**src/usb_port_pkg.sv**
```systemverilog
package usb_port_pkg;

   // clock and timing
   localparam int CLK_PERIOD_NS = 5;
   localparam int RESET_DELAY_MS = 16;
   localparam int RESET_DELAY_CYC_DEF = (RESET_DELAY_MS * 1000000) / CLK_PERIOD_NS;
   localparam int HOLD_CYC_DEF = 1000000;
   localparam int TIMER_W = 32;

   // register byte offsets
   localparam logic [7:0] ADDR_SETUP_1 = 8'h00;
   localparam logic [7:0] ADDR_SETUP_2 = 8'h04;
   localparam logic [7:0] ADDR_SETUP_3 = 8'h08;
   localparam logic [7:0] ADDR_SETUP_4 = 8'h0C;
   localparam logic [7:0] ADDR_ERROR_1 = 8'h10;
   localparam logic [7:0] ADDR_STATUS = 8'h14;

   // field widths and positions
   localparam int GAIN_W = 5;
   localparam int ILIM_W = 3;
   localparam int CD_W = 2;
   localparam int CFG1_W = 2;
   localparam int CFG2_W = 4;
   localparam int ERR_W = 4;
   localparam int SETUP4_HOLD_BIT = 3;
   localparam int ERR_SHORT = 0;
   localparam int ERR_OV = 1;
   localparam int ERR_TSHUT = 2;
   localparam int ERR_TWARN = 3;

   // reset values
   localparam logic [CFG1_W-1:0] SETUP_1_RST = 2'h0;
   localparam logic [GAIN_W-1:0] GAIN_RST = 5'h00;
   localparam logic [ILIM_W-1:0] ILIM_RST = 3'h0;
   localparam logic [ERR_W-1:0] ERR_RST = 4'h0;

   // consecutive peak-current trips before a short is declared
   localparam logic [2:0] LX_TRIP_COUNT = 3'h4;

   // charge-detection field codes
   localparam logic [CD_W-1:0] CD_PASS = 2'h0;
   localparam logic [CD_W-1:0] CD_AUTO = 2'h1;
   localparam logic [CD_W-1:0] CD_DCP_HI = 2'h2;
   localparam logic [CD_W-1:0] CD_DCP_LO = 2'h3;

   // converter supervisor states
   typedef enum logic [4:0] {
      CONV_OFF = 5'b00001,
      CONV_RUN = 5'b00010,
      CONV_RETRY = 5'b00100,
      CONV_OV = 5'b01000,
      CONV_THERM = 5'b10000
   } conv_state_e;

endpackage

```
**src/usb_port_fault_and_mode_ctrl.sv**
```systemverilog
`timescale 1ns/1ps
// What this block does
// RQ1: four straight peak trips below 2V reset converter
// RQ2: short or RQ1 trip event resets, flags, retries after delay
// RQ3: sense overvoltage stops switching, flags, while it lasts
// RQ4: overtemperature shuts down until cooled fifteen degrees
// RQ5: thermal warning flag set above 145 degrees, register variant only
// RQ6: hold mode keeps power until timer expires
// RQ7: current limit from three-bit setup field, third pin in pin variant
// RQ8: droop compensation from five-bit setup field
// RQ9: pin variant builds droop code from two pins
// RQ10: two-bit field selects modes, role pin low
// RQ11: code 00 path A, code 10 path B
// RQ12: code 01 follows downstream detection activity
// RQ13: code 11 low-current bias, path B closed
// RQ14: role pin high is invalid, path B only
// RQ15: enable or supply low opens both paths
// RQ16: role class change forces a device reset
// RQ17: pin variant picks mode from role pin
// RQ18: host puts port in pass-through before peripheral
// RQ19: fault output held while any fault persists
// RQ20: error bits clear on read, resume if present
// RQ21: enable rise loads startup fields from first pin
// RQ22: reset delay and hold time are cycle parameters
// RQ23: comparator inputs synchronised before fault decisions
module usb_port_fault_and_mode_ctrl
   import usb_port_pkg::*;
#(
   parameter int RESET_DELAY_CYC = RESET_DELAY_CYC_DEF,
   parameter int HOLD_CYC = HOLD_CYC_DEF,
   parameter logic [CD_W-1:0] CD_STARTUP = CD_PASS
) (
   // clock and reset
   input wire logic ref_clk_i,
   input wire logic arst_n_i,
   // wishbone slave
   input wire logic wb_cyc_i,
   input wire logic wb_stb_i,
   input wire logic wb_we_i,
   input wire logic [7:0] wb_adr_i,
   input wire logic [3:0] wb_sel_i,
   input wire logic [31:0] wb_dat_i,
   output logic [31:0] wb_dat_o,
   output logic wb_ack_o,
   // comparators and converter events
   input wire logic switch_node_peak_trip_i,
   input wire logic switch_cycle_i,
   input wire logic out_below_2v_i,
   input wire logic out_short_i,
   input wire logic neg_current_sense_node_ov_i,
   input wire logic temp_above_175_i,
   input wire logic temp_cooled_i,
   input wire logic temp_above_145_i,
   input wire logic cdp_detect_active_i,
   // pins
   input wire logic high_voltage_enable_pin_i,
   input wire logic logic_supply_i,
   input wire logic role_select_pin_i,
   input wire logic pin_config_variant_i,
   input wire logic [CFG1_W-1:0] first_cfg_resistor_pin_i,
   input wire logic [CFG2_W-1:0] second_cfg_resistor_pin_i,
   input wire logic [ILIM_W+1:0] third_cfg_resistor_pin_i,
   // converter control
   output logic conv_switch_en_o,
   output logic conv_reset_o,
   output logic device_powered_o,
   output logic [ILIM_W-1:0] current_limit_select_o,
   output logic [GAIN_W-1:0] droop_gain_o,
   output logic [CFG1_W-1:0] startup_cfg_o,
   // data switches
   output logic switch_path_a_o,
   output logic switch_path_b_o,
   output logic low_current_bias_o,
   // open-drain fault and alert pins
   output logic fault_pin_o,
   output logic fault_pin_oe_o,
   output logic alert_pin_o,
   output logic alert_pin_oe_o
);

   localparam int SYNC_W = 13 + CFG1_W + CFG2_W + ILIM_W + 2;

   // synchronised copies
   logic peak_trip_s, cycle_s, below_2v_s, short_s, neg_ov_s, hot_s, cooled_s, warm_s, cdp_s;
   logic hv_en_s, supply_s, role_s, pin_variant_s;
   logic [CFG1_W-1:0] cfg1_s;
   logic [CFG2_W-1:0] cfg2_s;
   logic [ILIM_W+1:0] cfg3_s;
   logic [SYNC_W-1:0] sync_vec;

   // registers and state
   logic [CFG1_W-1:0] setup_1;
   logic [GAIN_W-1:0] setup_2_gain;
   logic [CD_W-1:0] setup_3_cd;
   logic [ILIM_W-1:0] setup_4_ilim;
   logic setup_4_hold;
   logic [ERR_W-1:0] error_1;
   logic [ERR_W-1:0] next_error_1;
   logic [ERR_W-1:0] live_err;
   conv_state_e state, next_state;
   logic cycle_q, hv_en_q, therm_hot, hold_active, role_dedicated_q, role_reset;
   logic [2:0] trip_count;
   logic stg_evt, powered, hold_en_eff, reg_variant, fault_live;
   logic next_sw_a, next_sw_b, next_lo_bias, role_dedicated;
   logic retry_busy, retry_done, hold_busy, hold_done;
   logic wb_req, wb_fire;
   logic [31:0] rd_data;

   // every pin and comparator goes through the synchroniser
   input_sync #(.WIDTH(SYNC_W)) u_sync ( // RQ23
      .ref_clk_i(ref_clk_i),
      .arst_n_i(arst_n_i),
      .async_i({switch_node_peak_trip_i, switch_cycle_i, out_below_2v_i, out_short_i,
                neg_current_sense_node_ov_i, temp_above_175_i, temp_cooled_i, temp_above_145_i,
                cdp_detect_active_i, high_voltage_enable_pin_i, logic_supply_i, role_select_pin_i,
                pin_config_variant_i, first_cfg_resistor_pin_i, second_cfg_resistor_pin_i,
                third_cfg_resistor_pin_i}),
      .sync_o(sync_vec)
   );
   assign {peak_trip_s, cycle_s, below_2v_s, short_s, neg_ov_s, hot_s, cooled_s, warm_s, cdp_s,
           hv_en_s, supply_s, role_s, pin_variant_s, cfg1_s, cfg2_s, cfg3_s} = sync_vec;

   // variant and effective settings
   assign reg_variant = !pin_variant_s;
   assign hold_en_eff = reg_variant ? setup_4_hold : cfg3_s[ILIM_W];
   assign powered = hv_en_s | hold_active | (hv_en_q & hold_en_eff); // RQ6

   // consecutive peak-current trips sampled once per switching cycle
   always_ff @(posedge ref_clk_i or negedge arst_n_i) begin
      if (!arst_n_i) begin
         cycle_q <= 1'b0;
         trip_count <= 3'h0;
      end else begin
         cycle_q <= cycle_s;
         if (cycle_s && !cycle_q) begin
            if (!peak_trip_s) begin
               trip_count <= 3'h0;
            end else if (trip_count != LX_TRIP_COUNT) begin
               trip_count <= trip_count + 3'h1;
            end
         end
      end
   end
   assign stg_evt = cycle_s && !cycle_q && peak_trip_s && below_2v_s
                    && (trip_count >= LX_TRIP_COUNT - 3'h1); // RQ1

   // thermal shutdown with hysteresis
   always_ff @(posedge ref_clk_i or negedge arst_n_i) begin
      if (!arst_n_i) begin
         therm_hot <= 1'b0;
      end else if (hot_s) begin
         therm_hot <= 1'b1; // RQ4
      end else if (cooled_s) begin
         therm_hot <= 1'b0; // RQ4
      end
   end

   // hold timer keeps power after enable falls
   always_ff @(posedge ref_clk_i or negedge arst_n_i) begin
      if (!arst_n_i) begin
         hv_en_q <= 1'b0;
         hold_active <= 1'b0;
      end else begin
         hv_en_q <= hv_en_s;
         if (hv_en_q && !hv_en_s && hold_en_eff) begin
            hold_active <= 1'b1; // RQ6
         end else if (hold_done || hv_en_s) begin
            hold_active <= 1'b0; // RQ6
         end
      end
   end

   cycle_timer u_hold_timer (
      .ref_clk_i(ref_clk_i),
      .arst_n_i(arst_n_i),
      .load_i(hv_en_q && !hv_en_s && hold_en_eff),
      .cancel_i(hv_en_s),
      .count_i(TIMER_W'(HOLD_CYC)), // RQ22
      .busy_o(hold_busy),
      .done_o(hold_done)
   );

   // converter supervisor next state
   always_comb begin
      next_state = state;
      unique case (state)
         CONV_OFF: begin
            if (powered && !therm_hot) begin
               next_state = CONV_RUN;
            end
         end
         CONV_RUN: begin
            if (!powered) begin
               next_state = CONV_OFF;
            end else if (therm_hot) begin
               next_state = CONV_THERM; // RQ4
            end else if (neg_ov_s) begin
               next_state = CONV_OV; // RQ3
            end else if (short_s || stg_evt || role_reset) begin
               next_state = CONV_RETRY; // RQ2
            end
         end
         CONV_RETRY: begin
            if (!powered) begin
               next_state = CONV_OFF;
            end else if (therm_hot) begin
               next_state = CONV_THERM;
            end else if (neg_ov_s) begin
               next_state = CONV_OV;
            end else if (retry_done) begin
               next_state = CONV_RUN; // RQ2
            end
         end
         CONV_OV: begin
            if (!powered) begin
               next_state = CONV_OFF;
            end else if (therm_hot) begin
               next_state = CONV_THERM;
            end else if (!neg_ov_s) begin
               next_state = CONV_RUN; // RQ3
            end
         end
         CONV_THERM: begin
            if (!powered) begin
               next_state = CONV_OFF;
            end else if (!therm_hot) begin
               next_state = CONV_RUN; // RQ4
            end
         end
      endcase
   end

   cycle_timer u_retry_timer (
      .ref_clk_i(ref_clk_i),
      .arst_n_i(arst_n_i),
      .load_i(state != CONV_RETRY && next_state == CONV_RETRY),
      .cancel_i(next_state != CONV_RETRY),
      .count_i(TIMER_W'(RESET_DELAY_CYC)), // RQ22
      .busy_o(retry_busy),
      .done_o(retry_done)
   );

   // supervisor state and converter outputs
   always_ff @(posedge ref_clk_i or negedge arst_n_i) begin
      if (!arst_n_i) begin
         state <= CONV_OFF;
         conv_switch_en_o <= 1'b0;
         conv_reset_o <= 1'b0;
         device_powered_o <= 1'b0;
      end else begin
         state <= next_state;
         conv_switch_en_o <= (next_state == CONV_RUN) && !neg_ov_s; // RQ3
         conv_reset_o <= (next_state == CONV_RETRY); // RQ1
         device_powered_o <= (next_state != CONV_OFF) && (next_state != CONV_THERM);
      end
   end

   // fault pin follows any present fault
   assign fault_live = short_s || neg_ov_s || therm_hot || (state == CONV_RETRY) || (state == CONV_OV);
   always_ff @(posedge ref_clk_i or negedge arst_n_i) begin
      if (!arst_n_i) begin
         fault_pin_o <= 1'b0;
         fault_pin_oe_o <= 1'b0;
      end else begin
         fault_pin_o <= 1'b0;
         fault_pin_oe_o <= fault_live; // RQ19
      end
   end

   // error flags, set wins over clear-on-read
   assign live_err = {warm_s && reg_variant, therm_hot, neg_ov_s, short_s || stg_evt}; // RQ5
   always_comb begin
      next_error_1 = error_1 | live_err;
      if (wb_fire && !wb_we_i && wb_adr_i == ADDR_ERROR_1) begin
         next_error_1 = live_err; // RQ20
      end
   end
   always_ff @(posedge ref_clk_i or negedge arst_n_i) begin
      if (!arst_n_i) begin
         error_1 <= ERR_RST;
         alert_pin_o <= 1'b0;
         alert_pin_oe_o <= 1'b0;
      end else begin
         error_1 <= next_error_1;
         alert_pin_o <= 1'b0;
         alert_pin_oe_o <= |next_error_1; // RQ20
      end
   end

   // data switch mode decode
   always_comb begin
      next_sw_a = 1'b0;
      next_sw_b = 1'b0;
      next_lo_bias = 1'b0;
      if (!hv_en_s || !supply_s) begin
         next_sw_a = 1'b0; // RQ15
         next_sw_b = 1'b0;
      end else if (!reg_variant) begin
         next_sw_a = !role_s; // RQ17
         next_sw_b = role_s;
      end else if (role_s) begin
         next_sw_b = 1'b1; // RQ14
      end else begin
         unique case (setup_3_cd) // RQ10
            CD_PASS: next_sw_a = 1'b1; // RQ11
            CD_AUTO: begin
               next_sw_a = !cdp_s; // RQ12
               next_sw_b = cdp_s;
            end
            CD_DCP_HI: next_sw_b = 1'b1; // RQ11
            CD_DCP_LO: begin
               next_sw_b = 1'b1; // RQ13
               next_lo_bias = 1'b1;
            end
         endcase
      end
   end
   assign role_dedicated = reg_variant ? (role_s || setup_3_cd[1]) : role_s;

   // switch outputs and role-change reset
   always_ff @(posedge ref_clk_i or negedge arst_n_i) begin
      if (!arst_n_i) begin
         switch_path_a_o <= 1'b0;
         switch_path_b_o <= 1'b0;
         low_current_bias_o <= 1'b0;
         role_dedicated_q <= 1'b0;
         role_reset <= 1'b0;
      end else begin
         switch_path_a_o <= next_sw_a;
         switch_path_b_o <= next_sw_b;
         low_current_bias_o <= next_lo_bias;
         role_dedicated_q <= role_dedicated;
         role_reset <= (state != CONV_OFF) && (role_dedicated != role_dedicated_q); // RQ16
      end
   end

   // wishbone handshake, write and clear act on the acked edge
   assign wb_req = wb_cyc_i && wb_stb_i && !wb_ack_o;
   assign wb_fire = wb_cyc_i && wb_stb_i && wb_ack_o;

   // read mux, unmapped reads zero
   always_comb begin
      rd_data = '0;
      unique case (wb_adr_i)
         ADDR_SETUP_1: rd_data[CFG1_W-1:0] = setup_1;
         ADDR_SETUP_2: rd_data[GAIN_W-1:0] = setup_2_gain;
         ADDR_SETUP_3: rd_data[CD_W-1:0] = setup_3_cd;
         ADDR_SETUP_4: rd_data[SETUP4_HOLD_BIT:0] = {setup_4_hold, setup_4_ilim};
         ADDR_ERROR_1: rd_data[ERR_W-1:0] = next_error_1; // RQ20
         ADDR_STATUS: rd_data[8:0] = {hold_active, fault_live, switch_path_b_o, switch_path_a_o, state};
         default: rd_data = '0;
      endcase
   end

   always_ff @(posedge ref_clk_i or negedge arst_n_i) begin
      if (!arst_n_i) begin
         wb_ack_o <= 1'b0;
         wb_dat_o <= '0;
      end else begin
         wb_ack_o <= wb_req;
         if (wb_req) begin
            wb_dat_o <= wb_we_i ? 32'h0 : rd_data;
         end
      end
   end

   // setup registers, startup load on enable rise
   always_ff @(posedge ref_clk_i or negedge arst_n_i) begin
      if (!arst_n_i) begin
         setup_1 <= SETUP_1_RST;
         setup_2_gain <= GAIN_RST;
         setup_3_cd <= CD_STARTUP;
         setup_4_ilim <= ILIM_RST;
         setup_4_hold <= 1'b0;
      end else if (hv_en_s && !hv_en_q && !hold_active) begin
         setup_1 <= cfg1_s; // RQ21
         setup_3_cd <= CD_STARTUP;
      end else if (wb_fire && wb_we_i && wb_sel_i[0]) begin
         unique case (wb_adr_i)
            ADDR_SETUP_1: setup_1 <= wb_dat_i[CFG1_W-1:0];
            ADDR_SETUP_2: setup_2_gain <= wb_dat_i[GAIN_W-1:0]; // RQ8
            ADDR_SETUP_3: setup_3_cd <= wb_dat_i[CD_W-1:0];
            ADDR_SETUP_4: begin
               setup_4_ilim <= wb_dat_i[ILIM_W-1:0]; // RQ7
               setup_4_hold <= wb_dat_i[SETUP4_HOLD_BIT];
            end
            default: ;
         endcase
      end
   end

   // analog settings by variant
   always_ff @(posedge ref_clk_i or negedge arst_n_i) begin
      if (!arst_n_i) begin
         current_limit_select_o <= ILIM_RST;
         droop_gain_o <= GAIN_RST;
         startup_cfg_o <= SETUP_1_RST;
      end else begin
         current_limit_select_o <= reg_variant ? setup_4_ilim : cfg3_s[ILIM_W-1:0]; // RQ7
         droop_gain_o <= reg_variant ? setup_2_gain : {cfg3_s[ILIM_W+1], cfg2_s}; // RQ9
         startup_cfg_o <= setup_1;
      end
   end

   // checks
   a_sw_off_en: assert property (@(posedge ref_clk_i) disable iff (!arst_n_i) // RQ15
      (!hv_en_s || !supply_s) |=> (!switch_path_a_o && !switch_path_b_o))
      else $error("switch path closed with enable or supply low");
   a_role_invalid: assert property (@(posedge ref_clk_i) disable iff (!arst_n_i) // RQ14
      (reg_variant && hv_en_s && supply_s && role_s) |=> (!switch_path_a_o && switch_path_b_o))
      else $error("role pin high not decoded as invalid mode");
   a_cd_pass: assert property (@(posedge ref_clk_i) disable iff (!arst_n_i) // RQ11
      (reg_variant && hv_en_s && supply_s && !role_s && setup_3_cd == CD_PASS)
      |=> (switch_path_a_o && !switch_path_b_o))
      else $error("pass-through did not close path A only");
   a_cd_auto: assert property (@(posedge ref_clk_i) disable iff (!arst_n_i) // RQ12
      (reg_variant && hv_en_s && supply_s && !role_s && setup_3_cd == CD_AUTO)
      |=> (switch_path_b_o == $past(cdp_s)) && (switch_path_a_o != switch_path_b_o))
      else $error("auto mode path does not follow detection");
   a_cd_low_bias: assert property (@(posedge ref_clk_i) disable iff (!arst_n_i) // RQ13
      (reg_variant && hv_en_s && supply_s && !role_s && setup_3_cd == CD_DCP_LO)
      |=> (low_current_bias_o && switch_path_b_o && !switch_path_a_o))
      else $error("low-current bias mode wrong");
   a_stg_retry: assert property (@(posedge ref_clk_i) disable iff (!arst_n_i) // RQ1
      (state == CONV_RUN && stg_evt && powered && !therm_hot && !neg_ov_s)
      |=> (conv_reset_o && state == CONV_RETRY) ##1 fault_pin_oe_o)
      else $error("short not followed by converter reset");
   a_short_fault: assert property (@(posedge ref_clk_i) disable iff (!arst_n_i) // RQ2
      (short_s && state == CONV_RUN && powered && !therm_hot && !neg_ov_s)
      |=> (conv_reset_o && fault_pin_oe_o && error_1[ERR_SHORT]))
      else $error("short did not reset and flag");
   a_ov_stop: assert property (@(posedge ref_clk_i) disable iff (!arst_n_i) // RQ3
      neg_ov_s |=> (!conv_switch_en_o && fault_pin_oe_o && error_1[ERR_OV]))
      else $error("overvoltage did not stop switching");
   a_therm_off: assert property (@(posedge ref_clk_i) disable iff (!arst_n_i) // RQ4
      $rose(therm_hot) |-> ##1 !conv_switch_en_o [*2])
      else $error("converter switching while overheated");
   a_warn_flag: assert property (@(posedge ref_clk_i) disable iff (!arst_n_i) // RQ5
      (warm_s && reg_variant) |=> error_1[ERR_TWARN])
      else $error("thermal warning flag not set");
   a_hold_start: assert property (@(posedge ref_clk_i) disable iff (!arst_n_i) // RQ6
      ($fell(hv_en_s) && hold_en_eff && state == CONV_RUN) |=> (hold_active && hold_busy))
      else $error("hold timer did not start");
   a_retry_hold: assert property (@(posedge ref_clk_i) disable iff (!arst_n_i) // RQ22
      $rose(conv_reset_o) |-> retry_busy)
      else $error("retry entered without reset delay");

endmodule

```
**src/input_sync.sv**
```systemverilog
`timescale 1ns/1ps
module input_sync
   import usb_port_pkg::*;
#(
   parameter int WIDTH = 1
) (
   // clock and reset
   input wire logic ref_clk_i,
   input wire logic arst_n_i,
   // asynchronous inputs and their clean copies
   input wire logic [WIDTH-1:0] async_i,
   output logic [WIDTH-1:0] sync_o
);

   logic [WIDTH-1:0] stage1;
   logic [WIDTH-1:0] stage2;
   logic [WIDTH-1:0] stage3;

   // three-flop chain, a change counts once the last two agree
   always_ff @(posedge ref_clk_i or negedge arst_n_i) begin
      if (!arst_n_i) begin
         stage1 <= '0;
         stage2 <= '0;
         stage3 <= '0;
         sync_o <= '0;
      end else begin
         stage1 <= async_i;
         stage2 <= stage1;
         stage3 <= stage2;
         for (int i = 0; i < WIDTH; i++) begin
            if (stage2[i] == stage3[i]) begin
               sync_o[i] <= stage3[i];
            end
         end
      end
   end

endmodule

```
**src/cycle_timer.sv**
```systemverilog
`timescale 1ns/1ps
module cycle_timer
   import usb_port_pkg::*;
(
   // clock and reset
   input wire logic ref_clk_i,
   input wire logic arst_n_i,
   // control
   input wire logic load_i,
   input wire logic cancel_i,
   input wire logic [TIMER_W-1:0] count_i,
   // status
   output logic busy_o,
   output logic done_o
);

   logic [TIMER_W-1:0] remain;

   // down counter, done is a one-cycle pulse at expiry
   always_ff @(posedge ref_clk_i or negedge arst_n_i) begin
      if (!arst_n_i) begin
         remain <= '0;
         busy_o <= 1'b0;
         done_o <= 1'b0;
      end else begin
         done_o <= 1'b0;
         if (load_i) begin
            remain <= count_i;
            busy_o <= 1'b1;
         end else if (cancel_i) begin
            busy_o <= 1'b0;
         end else if (busy_o) begin
            if (remain <= TIMER_W'(1)) begin
               busy_o <= 1'b0;
               done_o <= 1'b1;
            end
            remain <= remain - TIMER_W'(1);
         end
      end
   end

endmodule

```
**config.mk**
```make
export PLATFORM = sky130hd
export DESIGN_NAME = usb_port_fault_and_mode_ctrl
export DESIGN_NICKNAME = d
export VERILOG_FILES = /design/src/usb_port_pkg.sv /design/src/usb_port_fault_and_mode_ctrl.sv /design/src/input_sync.sv /design/src/cycle_timer.sv
export SDC_FILE = /design/constraint.sdc
export NUM_CORES = 1
export LEC_CHECK = 0
export BUFFER_PORTS_ARGS = -buffer_cell sky130_fd_sc_hd__buf_4
export CELL_PAD_IN_SITES_DETAIL_PLACEMENT = 0
export CELL_PAD_IN_SITES_GLOBAL_PLACEMENT = 1
export CORE_ASPECT_RATIO = 1.75
export CORE_UTILIZATION = 40
export CTS_CLUSTER_DIAMETER = 40
export DETAILED_ROUTE_END_ITERATION = 16
export PLACE_DENSITY_LB_ADDON = 0.1
export SLEW_MARGIN = 20
export SYNTH_ARGS = -nofsm -noshare
export SYNTH_HDL_FRONTEND = slang
export SYNTH_SLANG_ARGS = --single-unit
```
**constraint.sdc**
```tcl
create_clock -name ref_clk_i -period 5.9 [get_ports ref_clk_i]
set_input_delay 0.59 -clock ref_clk_i [delete_from_list [all_inputs] [get_ports ref_clk_i]]
set_output_delay 0.59 -clock ref_clk_i [all_outputs]
set_load 0.01 [all_outputs]
```
### Word level (Yosys, flattened, before mapping)

Index checks and enable logic that the tools add are counted.

| word-level totals | value |
|---|---|
| bits of input ports | 73 |
| flip-flop bits (word level) | 246 |
| logic and storage cells | 251 |

| operators by class | value |
|---|---|
| muxes and demuxes | 71 |
| eq/ne operators | 49 |
| add/sub/neg operators | 3 |
| magnitude comparators | 3 |
| bitwise logic cells | 5 |
| reduce and logical (&&, ||, !) cells | 60 |

Operator list:

| cell | number |
|---|---|
| two-way mux 32 bit | 6 |
| two-way mux 5 bit | 15 |
| <= comparator 32 x 1 -> 1 bit (second input constant) | 2 |
| subtractor 32 x 1 -> 32 bit (second input constant) | 2 |
| two-way mux 1 bit | 32 |
| case mux 5 bit (5 select lines) | 1 |
| equality test 1 bit | 24 |
| logical AND 1 bit | 21 |
| equality test 8 x 4 -> 1 bit (second input constant) | 2 |
| equality test 8 x 5 -> 1 bit (second input constant) | 2 |
| nonzero test 2 bit | 7 |
| logical NOT 1 bit | 12 |
| two-way mux 2 bit | 6 |
| case mux 2 bit (6 select lines) | 1 |
| equality test 5 x 2 -> 1 bit (second input constant) | 2 |
| equality test 5 x 3 -> 1 bit (second input constant) | 2 |
| != test 5 x 1 -> 1 bit (second input constant) | 2 |
| != test 5 x 3 -> 1 bit (second input constant) | 2 |
| AND reduction 2 bit | 5 |
| logical OR 1 bit | 9 |
| two-way mux 3 bit | 3 |
| two-way mux 9 bit | 1 |
| equality test 8 x 3 -> 1 bit (second input constant) | 1 |
| logical NOT 8 bit | 1 |
| other kinds (23) | 30 |

### Depth between registers and ports, before layout

Gate-level depths: netlist of run 1.

| depth | value |
|---|---|
| depth in word-level cells | 16 |
| depth in mapped cells | 9 |

### Cells and area by module

Synthesis of run 1 repeated with hierarchy kept, for this count alone.

| unflattened totals | value |
|---|---|
| cell total of the unflattened synthesis | 835 |
| area total of the unflattened synthesis | 9649.3 µm² |

Modules (own cells, without submodules):

| module | area an instance (µm²) | instances | cells an instance |
|---|---|---|---|
| cycle_timer | 1963.1 | 2 | 213 |
| usb_port_fault_and_mode_ctrl | 3050.4 | 1 | 289 |
| input_sync | 2672.6 | 1 | 120 |

### Worst setup path before layout of run 1

No wires, ideal clock.

| timing | value |
|---|---|
| kind | input to register |
| from | input wb_adr_i[0] |
| to | register setup_4_hold |
| library setup time | 125 ps |
| stages on the path | 6 |
| arrival time | 2380 ps |
| buffers on the path | 1 |
| path slack | 3396 ps |
| cell sequence | or4_1 -> nor4_1 -> nor2b_1 -> and3_1 -> clkbuf_1 -> mux2_2 |

| on the way | value |
|---|---|
| word-level cells in the longest chain between the ends | 2 |

Ends and longest elaborated chain:

| what | RTL line | RTL |
|---|---|---|
| start, declared | usb_port_fault_and_mode_ctrl.sv:40 | `input wire logic [7:0] wb_adr_i,` |
| equality test 8 x 4 -> 1 bit | usb_port_fault_and_mode_ctrl.sv:379 | `unique case (wb_adr_i)` |
| AND reduction 3 bit (no source line) | - |  |
| end signal, assigned | usb_port_fault_and_mode_ctrl.sv:385 | `setup_4_hold <= wb_dat_i[SETUP4_HOLD_BIT];` |
| end, declared | usb_port_fault_and_mode_ctrl.sv:96 | `logic setup_4_hold;` |

No other way between the ends.
A chain may end at the register's enable or synchronous reset.

### Worst setup path after layout of run 1

| timing | value |
|---|---|
| from | register u_sync.sync_o[11] |
| to | register device_powered_o |

| on the way | value |
|---|---|
| word-level cells in the longest chain between the ends | 8 |

Ends and longest elaborated chain:

| what | RTL line | RTL |
|---|---|---|
| start, declared | input_sync.sv:12 | `output logic [WIDTH-1:0] sync_o` |
| start signal, assigned by index | input_sync.sv:32 | `sync_o[i] <= stage3[i];` |
| two-way mux 1 bit (*) | usb_port_fault_and_mode_ctrl.sv:125 | `assign hold_en_eff = reg_variant ? setup_4_hold : cfg3_s[ILIM_W];` |
| AND 1 bit (*) | usb_port_fault_and_mode_ctrl.sv:126 | `assign powered = hv_en_s \| hold_active \| (hv_en_q & hold_en_eff);` |
| bitwise OR 1 bit (*) | usb_port_fault_and_mode_ctrl.sv:126 |  |
| logical AND 1 bit | usb_port_fault_and_mode_ctrl.sv:188 | `if (powered && !therm_hot) begin` |
| two-way mux 5 bit | usb_port_fault_and_mode_ctrl.sv:188 |  |
| case mux 5 bit (5 select lines) (*) | usb_port_fault_and_mode_ctrl.sv:186 | `unique case (state)` |
| != test 5 x 1 -> 1 bit or != test 5 bit (tied branches) | usb_port_fault_and_mode_ctrl.sv:254 | `device_powered_o <= (next_state != CONV_OFF) && (next_state != CONV_THERM);` |
| logical AND 1 bit (*) | usb_port_fault_and_mode_ctrl.sv:254 |  |
| end signal, assigned | usb_port_fault_and_mode_ctrl.sv:254 |  |
| end, declared | usb_port_fault_and_mode_ctrl.sv:66 | `output logic device_powered_o,` |

Mark *: on every way between the ends. The rest lies on a longest branch, timed or not.

==> results.md, run 1 <==
- Outcome: finished clean
- Fillers: 2145
- Die X: roughly 120 um
- Fin area: 11100 um^2
- Hold slack: between 0.09 and 0.1 ns
- Die area: 24200 um^2
- Crit path DAT: 3.59 ns
- Antenna violations before repair: 0
- Std cell rows: between 70 and 80
- Max Slew Vio Count: 0
- Die Y: 205 um
- Final TNS setup: 0 ns
- Share of total power in the clock network: 0.384
- Area Growth Syn to Fin: 17.3%
- P_int: 3.03 mW
- Compound-Gate Fraction of Synth Area: 0.111
- Net Sw Power: 1.25 mW
- Drt total wl: 21.1 mm
- H-tree depth: 1
- Vias in the first global route: 6960
- Most frequent cells in the layout: 222 x dfrtp_1, 75 x buf_4, 43 x a21oi_1, 42 x nor2_1, 40 x nand2_1
- RR Endpoint: device_powered_o$_DFF_PN0_
- Number of enable flip-flop cells after synthesis: 0
- Gpl congestion: 0.787
- Period utilisation layout: 0.542
- Postcts setup bufs: 0
- Adder-cell area share of the yosys netlist: 0.0348
- YS warnings: 0
- Simple-gate share of the synthesized area: 0.167
- Async S/R FF share, synth: 1.00
- Hpwl dp: ~15 mm
- I/O Pins: 126
- Drt drc: 0
- Area share of xor/xnor cells in the synthesized design: 0.0158
- Commonest non-fill, non-tap cell in the layout: dfrtp_1
- RSZ-0062 raised after global routing: false
- CP max stage delay: 0.69 ns
- Global-route wire length before repair: roughly 35 mm
- Worst-path cell chain: mux2_2, a211oi_2, or3_4, inv_2, a311oi_1, nand4b_1
- Min Clock Period, post-route: 3.20 ns
- Crit path max-delay cell type: dfrtp_1
- # diodes: 0
- Synth Instances: 814
- # resized after CTS: 0
- Pin count of the biggest net entering global routing: 126
- # clock sinks: 223
- Gr ovfl total: 0
- Leakage Power: 4.79 nW
- Final core occ: 0.476
- Syn_area_per_cell: 11.6 um^2
- Total global-route track usage: 0.182
- Slew @ Worst Pin: 0.983 ns
- Final hold vios: 0
- Dominant synthesized flop cell: dfrtp_1
- Final nets: 960
- CTS Root Cell: clkbuf_16
- Worst-path fanout max: 31
- Core area: 23200 um^2
- Fraction of layout cells with a size suffix above 1: 0.177
- Number of synthesized register bits: around 220
- Num CTS Buffers: 26
- Clock Skew: ~0.014 ns
- Via density: 5.46
- VDD IR max: 0.239 mV
- CTS tree: built
- FF/Latch Area: 5580 um^2
- Slew margin rel.: 0.345
- Critical Path Sink Type: flop
- Skew-Pair Late Insertion Delay: roughly 0.54 ns
- Length in cells of the worst reg-to-reg path: 6
- Synth cell types: 63
- Cell Area, Synth: 9430 um^2
- Critical Path RT: 6.29 ns
- Largest family of logic cells by synthesized area: simple AND/OR/NAND/NOR gates
- CTS max path bufs: 3
- Seq pwr share: 0.453
- Setup Viol. Count Final: 0
- Multiplexer share of the synthesized area: 0.0373
- Critical path class: flop to flop
- Share of total power in combinational logic: 0.163
- Initial DRC Count: 340
- Total power: 4.28 mW
- Fmax: 313 MHz
- Reg clk slew, reported paths: about 0.060 ns
- CP Launch Type: flop
- Hold Crit Class: primary input to async pin
- Hold Buf Count CTS: 0
- Initial DRT Pass Iterations: 5
- FF-to-FF setup slack: 2.70 ns
- WL per Instance: about 18 um
- Max-cap viol count: 0
- Multi-input combinational cell area: 3560 um^2
- Initial Utilization: 0.406
- Via count: between 6k and 7k
- Switching part of the total: 0.292
- Final ANT Viol Nets: 0
- Post-synthesis sequential area ratio: 0.592
- R2R Path Start: u_sync.sync_o[11]$_DFFE_PN0N_
- Port Buffers: 70
- Pwr per Cell Area: 387 nW/um^2
- Post-placement cell area: 10200 um^2
## sequential cells by signal, summed over array words and instances, names as in the netlist, 2 cells and up
register and cells:
error_1 4, u_retry_timer.remain 32, u_hold_timer.remain 32, wb_dat_o 9
setup_1 2, current_limit_select_o 3, state 5, trip_count 3
droop_gain_o 5, u_sync.sync_o 24, u_sync.stage2 24, startup_cfg_o 2
setup_4_ilim 3, setup_3_cd 2, u_sync.stage3 24, u_sync.stage1 24
setup_2_gain 5
## cells by family (layout without fill, tap and decap cells)
group / count (synthesis) / after routing
compound gates: 161 / 161
mux: 30 / 30
simple gates: 273 / 273
xor+xnor: 17 / 17
other cells: 1 / 25
buf+inv: 78 / 140
flops: 223 / 223
fa+ha+maj: 31 / 31
## cell usage after synthesis (5+ instances only)
cell,instances,area (um^2)
a21o_1,12,90.1
a21oi_1,43,215
a22o_1,6,52.6
a31oi_1,8,50.1
and3_1,8,50.1
and4_1,7,61.3
buf_2,5,25.0
buf_4,25,188
clkbuf_1,29,109
dfrtp_1,222,5560
ha_1,7,87.6
inv_1,15,56.3
maj3_1,24,240
mux2_2,21,236
mux2i_1,7,70.1
nand2_1,40,150
nand2b_1,9,56.3
nand3_1,12,60.1
nand3b_1,7,52.6
nand4b_1,7,61.3
nor2_1,43,161
nor2b_1,5,31.3
nor3_1,25,125
nor3b_1,5,37.5
nor4_1,19,119
o211ai_1,9,67.6
o21ai_0,36,180
o31ai_1,18,135
or2_2,8,50.1
or3_1,26,163
or4_1,37,278
xnor2_1,15,131
## power by group through the flow
stage	clock network [mW]	registers, mW	logic [mW]
finish	1.64	1.94	0.698
detailed placement	0	1.97	0.699
floorplan	0	1.89	0.523
CTS	1.69	1.94	0.703
global route	1.76	1.97	0.784
global placement	0	1.95	0.662
## metal layers
metal  up-vias  GRT usage  wire, um
met5         -          0         0
li1       3077          -         -
met4         0     0.0769       651
met2       144      0.354     11900
met1      3308      0.194      7870
met3        43     0.0237       719
## cell type report
cell class,count,share of cell area
Tap cell,304,0.0344
Sequential cell,223,0.504
Multi-Input combinational cell,537,0.322
Inverter,16,0.00543
Timing Repair Buffer,76,0.0522
Clock inverter,11,0.0138
Clock buffer,37,0.0681
## worst max path at each step
stage                                              from                         end  slack [ns]  depth (start not counted)
after floorplan                             wb_adr_i[0]    setup_4_hold$_DFFE_PN0P_        3.40                          6
after global routing      u_sync.sync_o[11]$_DFFE_PN0N_  device_powered_o$_DFF_PN0_        2.40                          6
after detailed placement  u_sync.sync_o[11]$_DFFE_PN0N_  device_powered_o$_DFF_PN0_        2.70                          6
final                     u_sync.sync_o[11]$_DFFE_PN0N_  device_powered_o$_DFF_PN0_        2.70                          6
after CTS                 u_sync.sync_o[11]$_DFFE_PN0N_  device_powered_o$_DFF_PN0_        2.66                          6
after global placement    u_sync.sync_o[11]$_DFFE_PN0N_  device_powered_o$_DFF_PN0_        2.79                          6
## metrics by stage
stage	cells	worst slack, ns
3_5_place_dp	1156	2.70
5_1_grt	1204	2.40
2_1_floorplan	838	3.40
6_report	1204	2.70
3_3_place_gp	1156	2.79
4_1_cts	1204	2.66
## worst max-delay path, delay by kind of cell (launching register included)
family          cells  cell delay, ns
mux                 1            0.44
flops               1            0.69
simple gates        2            0.64
buf+inv             1            0.29
compound gates      2            0.98
(Power assumes the default switching activity.)
==> run 2, diff against run 1 <==
==> constraint.sdc (replaced) <==
create_clock -name ref_clk_i -period 2.7 [get_ports ref_clk_i]
set_input_delay 0.27 -clock ref_clk_i [delete_from_list [all_inputs] [get_ports ref_clk_i]]
set_output_delay 0.27 -clock ref_clk_i [all_outputs]
set_load 0.01 [all_outputs]
==> results.md, run 2 (same netlist as run 1, synthesis figures left out) <==
- Min Clock Period, post-route: 2.53 ns (-0.668 ns)
- Final nets: 1027 (+7.0%)
- Largest regs: u_hold_timer.remain (32), u_retry_timer.remain (32)
- Net Sw Power: 2.77 mW (+120%)
- Worst Hold Depth: 2
- Worst-path fanout max: 16 (-48%)
- Post-placement cell area: 10500 um^2 (+3.0%)
- Hpwl dp: 15.3 mm (+5.5%)
- Outcome: finished clean
- Period utilisation layout: 0.937 (+0.395)
- Switching part of the total: 0.293 (+0.000540)
- Hold Crit Class: primary input to flop
- CTS tree: built
- Drt drc: 0 (unchanged)
- Fmax: 395 MHz (+26%)
- Drt total wl: 21.6 mm (+2.6%)
- Leakage Power: 5.11 nW (+6.6%)
- CTS Root Cell: clkbuf_16
- Total global-route track usage: 0.186 (+0.00429)
- P_int: 6.71 mW (+120%)
- Critical path class: flop to flop
- Fin area: 11600 um^2 (+5.2%)
- # clock sinks: 223 (unchanged)
- Most frequent cells in the layout: 222 x dfrtp_1, 113 x buf_4, 43 x nor2_1, 43 x a21oi_1, 40 x nand2_1
- CP max stage delay: 0.52 ns (-0.17 ns)
- Initial DRC Count: 253 (-26%)
- Skew-Pair Late Insertion Delay: 0.52 ns (-0.02 ns)
- Crit path max-delay cell type: or4_1
- Die X: 118 um (unchanged)
- Std cell rows: 74 (unchanged)
- VDD IR max: 0.720 mV (+200%)
- WL per Instance: 17.0 um (-2.8%)
- Fraction of layout cells with a size suffix above 1: 0.206 (+0.0293)
- Total power: 9.48 mW (+120%)
- Crit path DAT: 2.97 ns (-0.62 ns)
- Via density: 5.38 (-1.5%)
- Initial DRT Pass Iterations: 4 (-1)
- Vias in the first global route: 7340 (+5.5%)
- Gr ovfl total: 0 (unchanged)
- Clock Skew: 0.0133 ns (-0.00123 ns)
- Die area: 24200 um^2 (unchanged)
- Hold slack: 0.0213 ns (-0.0753 ns)
- Share of total power in the clock network: 0.377 (-0.007)
- RSZ-0062 raised after global routing: false
- Slew margin rel.: 0.541 (+0.197)
- Length in cells of the worst reg-to-reg path: 6 (unchanged)
- Critical Path Sink Type: flop
- Final TNS setup: 0 ns (unchanged)
- Commonest non-fill, non-tap cell in the layout: dfrtp_1
- Setup Viol. Count Final: 0 (unchanged)
- Core area: 23200 um^2 (unchanged)
- H-tree depth: 1 (unchanged)
- Via count: 6829 (+3.9%)
- CP Launch Type: flop
- Share of total power in combinational logic: 0.183 (+0.020)
- Seq pwr share: 0.440 (-0.013)
- Global-route wire length before repair: 36.2 mm (+3.4%)
- Final setup margin: 0.170 ns (-2.53 ns)
- Die Y: 205 um (unchanged)
- Gpl congestion: 0.787 (unchanged)
- Max Slew Vio Count: 0 (unchanged)
- Area Growth Syn to Fin: 23.4%
- Final hold vios: 0 (unchanged)
- Worst slack, placed: 0.0959 ns (-2.61 ns)
- CTS max path bufs: 3 (unchanged)
- Max-cap viol count: 0 (unchanged)
- Slew @ Worst Pin: 0.683 ns (-0.300 ns)
- Pwr per Cell Area: 815 nW/um^2 (+110%)
- Pin count of the biggest net entering global routing: 84 (-33%)
- Reg clk slew, reported paths: 0.06 ns (about the same)
- Port Buffers: 70 (unchanged)
- Critical Path RT: 3.14 ns (-3.15 ns)
- I/O Pins: 126 (unchanged)
- Num CTS Buffers: 26 (unchanged)
- Worst-path cell chain: or3b_1, a2111o_1, or3_4, buf_4, or4_1, a21oi_1
- # diodes: 0 (unchanged)
- Final ANT Viol Nets: 0 (unchanged)
- Initial Utilization: 0.406 (unchanged)
- Antenna violations before repair: 0 (unchanged)
- # resized after CTS: 0 (unchanged)
-- run 2: path summary, 6_finish.rpt --
path                                                start  slack, ns                                    to
setup / recovery           u_retry_timer.done_o$_DFF_PN0_       0.17  u_retry_timer.remain[26]$_DFFE_PN0P_
hold / removal                                wb_dat_i[1]       0.02           setup_2_gain[1]$_DFFE_PN0P_
setup reg to reg           u_retry_timer.done_o$_DFF_PN0_       0.17  u_retry_timer.remain[26]$_DFFE_PN0P_
hold reg to reg               u_sync.stage1[12]$_DFF_PN0_       0.34           u_sync.stage2[12]$_DFF_PN0_
max in group asynchronous                        arst_n_i       1.51  u_retry_timer.remain[11]$_DFFE_PN0P_
min in group asynchronous                        arst_n_i       0.33         u_sync.sync_o[23]$_DFFE_PN0N_
-- run 2: metrics by stage --
step                cells   util
global route         1270  0.501
floorplan             838      -
global placement     1195  0.450
CTS                  1270  0.501
finish               1270  0.501
detailed placement   1195  0.450
-- run 2: cell type report --
| class | instances | area (um^2) |
|---|---|---|
| clock buffer | 33 | 728 |
| clock inverter | 14 | 166 |
| fill | 2116 | 11600 |
| inverter | 16 | 60.1 |
| multi-input combinational | 537 | 3560 |
| sequential | 223 | 5580 |
| tap | 304 | 380 |
| timing repair buffer | 143 | 1160 |
-- run 2: routing by layer --
| layer | wire length (um) | share of wire | track usage | vias up |
|---|---|---|---|---|
| met5 | 0 | 0 | 0 | - |
| met4 | 608 | 0.028 | 0.0788 | 0 |
| met3 | 653 | 0.030 | 0.0245 | 34 |
| met2 | 12100 | 0.56 | 0.359 | 132 |
| met1 | 8330 | 0.38 | 0.202 | 3442 |
| li1 | - | - | - | 3221 |
-- run 2: power groups by stage --
stage	Clock, mW	Combinational (mW)	Sequential [mW]
2_1_floorplan	0	1.14	4.12
3_3_place_gp	0	1.65	4.18
3_5_place_dp	0	1.72	4.22
4_1_cts	3.68	1.77	4.16
5_1_grt	3.82	1.95	4.23
6_report	3.57	1.74	4.17
-- run 2: timing repair --
action                                  4_1_cts  5_1_grt
buffers inserted                              0        0
hold endpoints to repair                    106        0
hold buffers                                 28        0
endpoints found under the setup margin        0        0
-- run 2: worst max-delay path: cells and delay by family, from the launching register on --
kind	cells	cell delay, ns
AO/OA/AOI/OAI	2	0.56
buffers and inverters	1	0.20
flip-flops	1	0.39
AND/OR/NAND/NOR	3	1.31
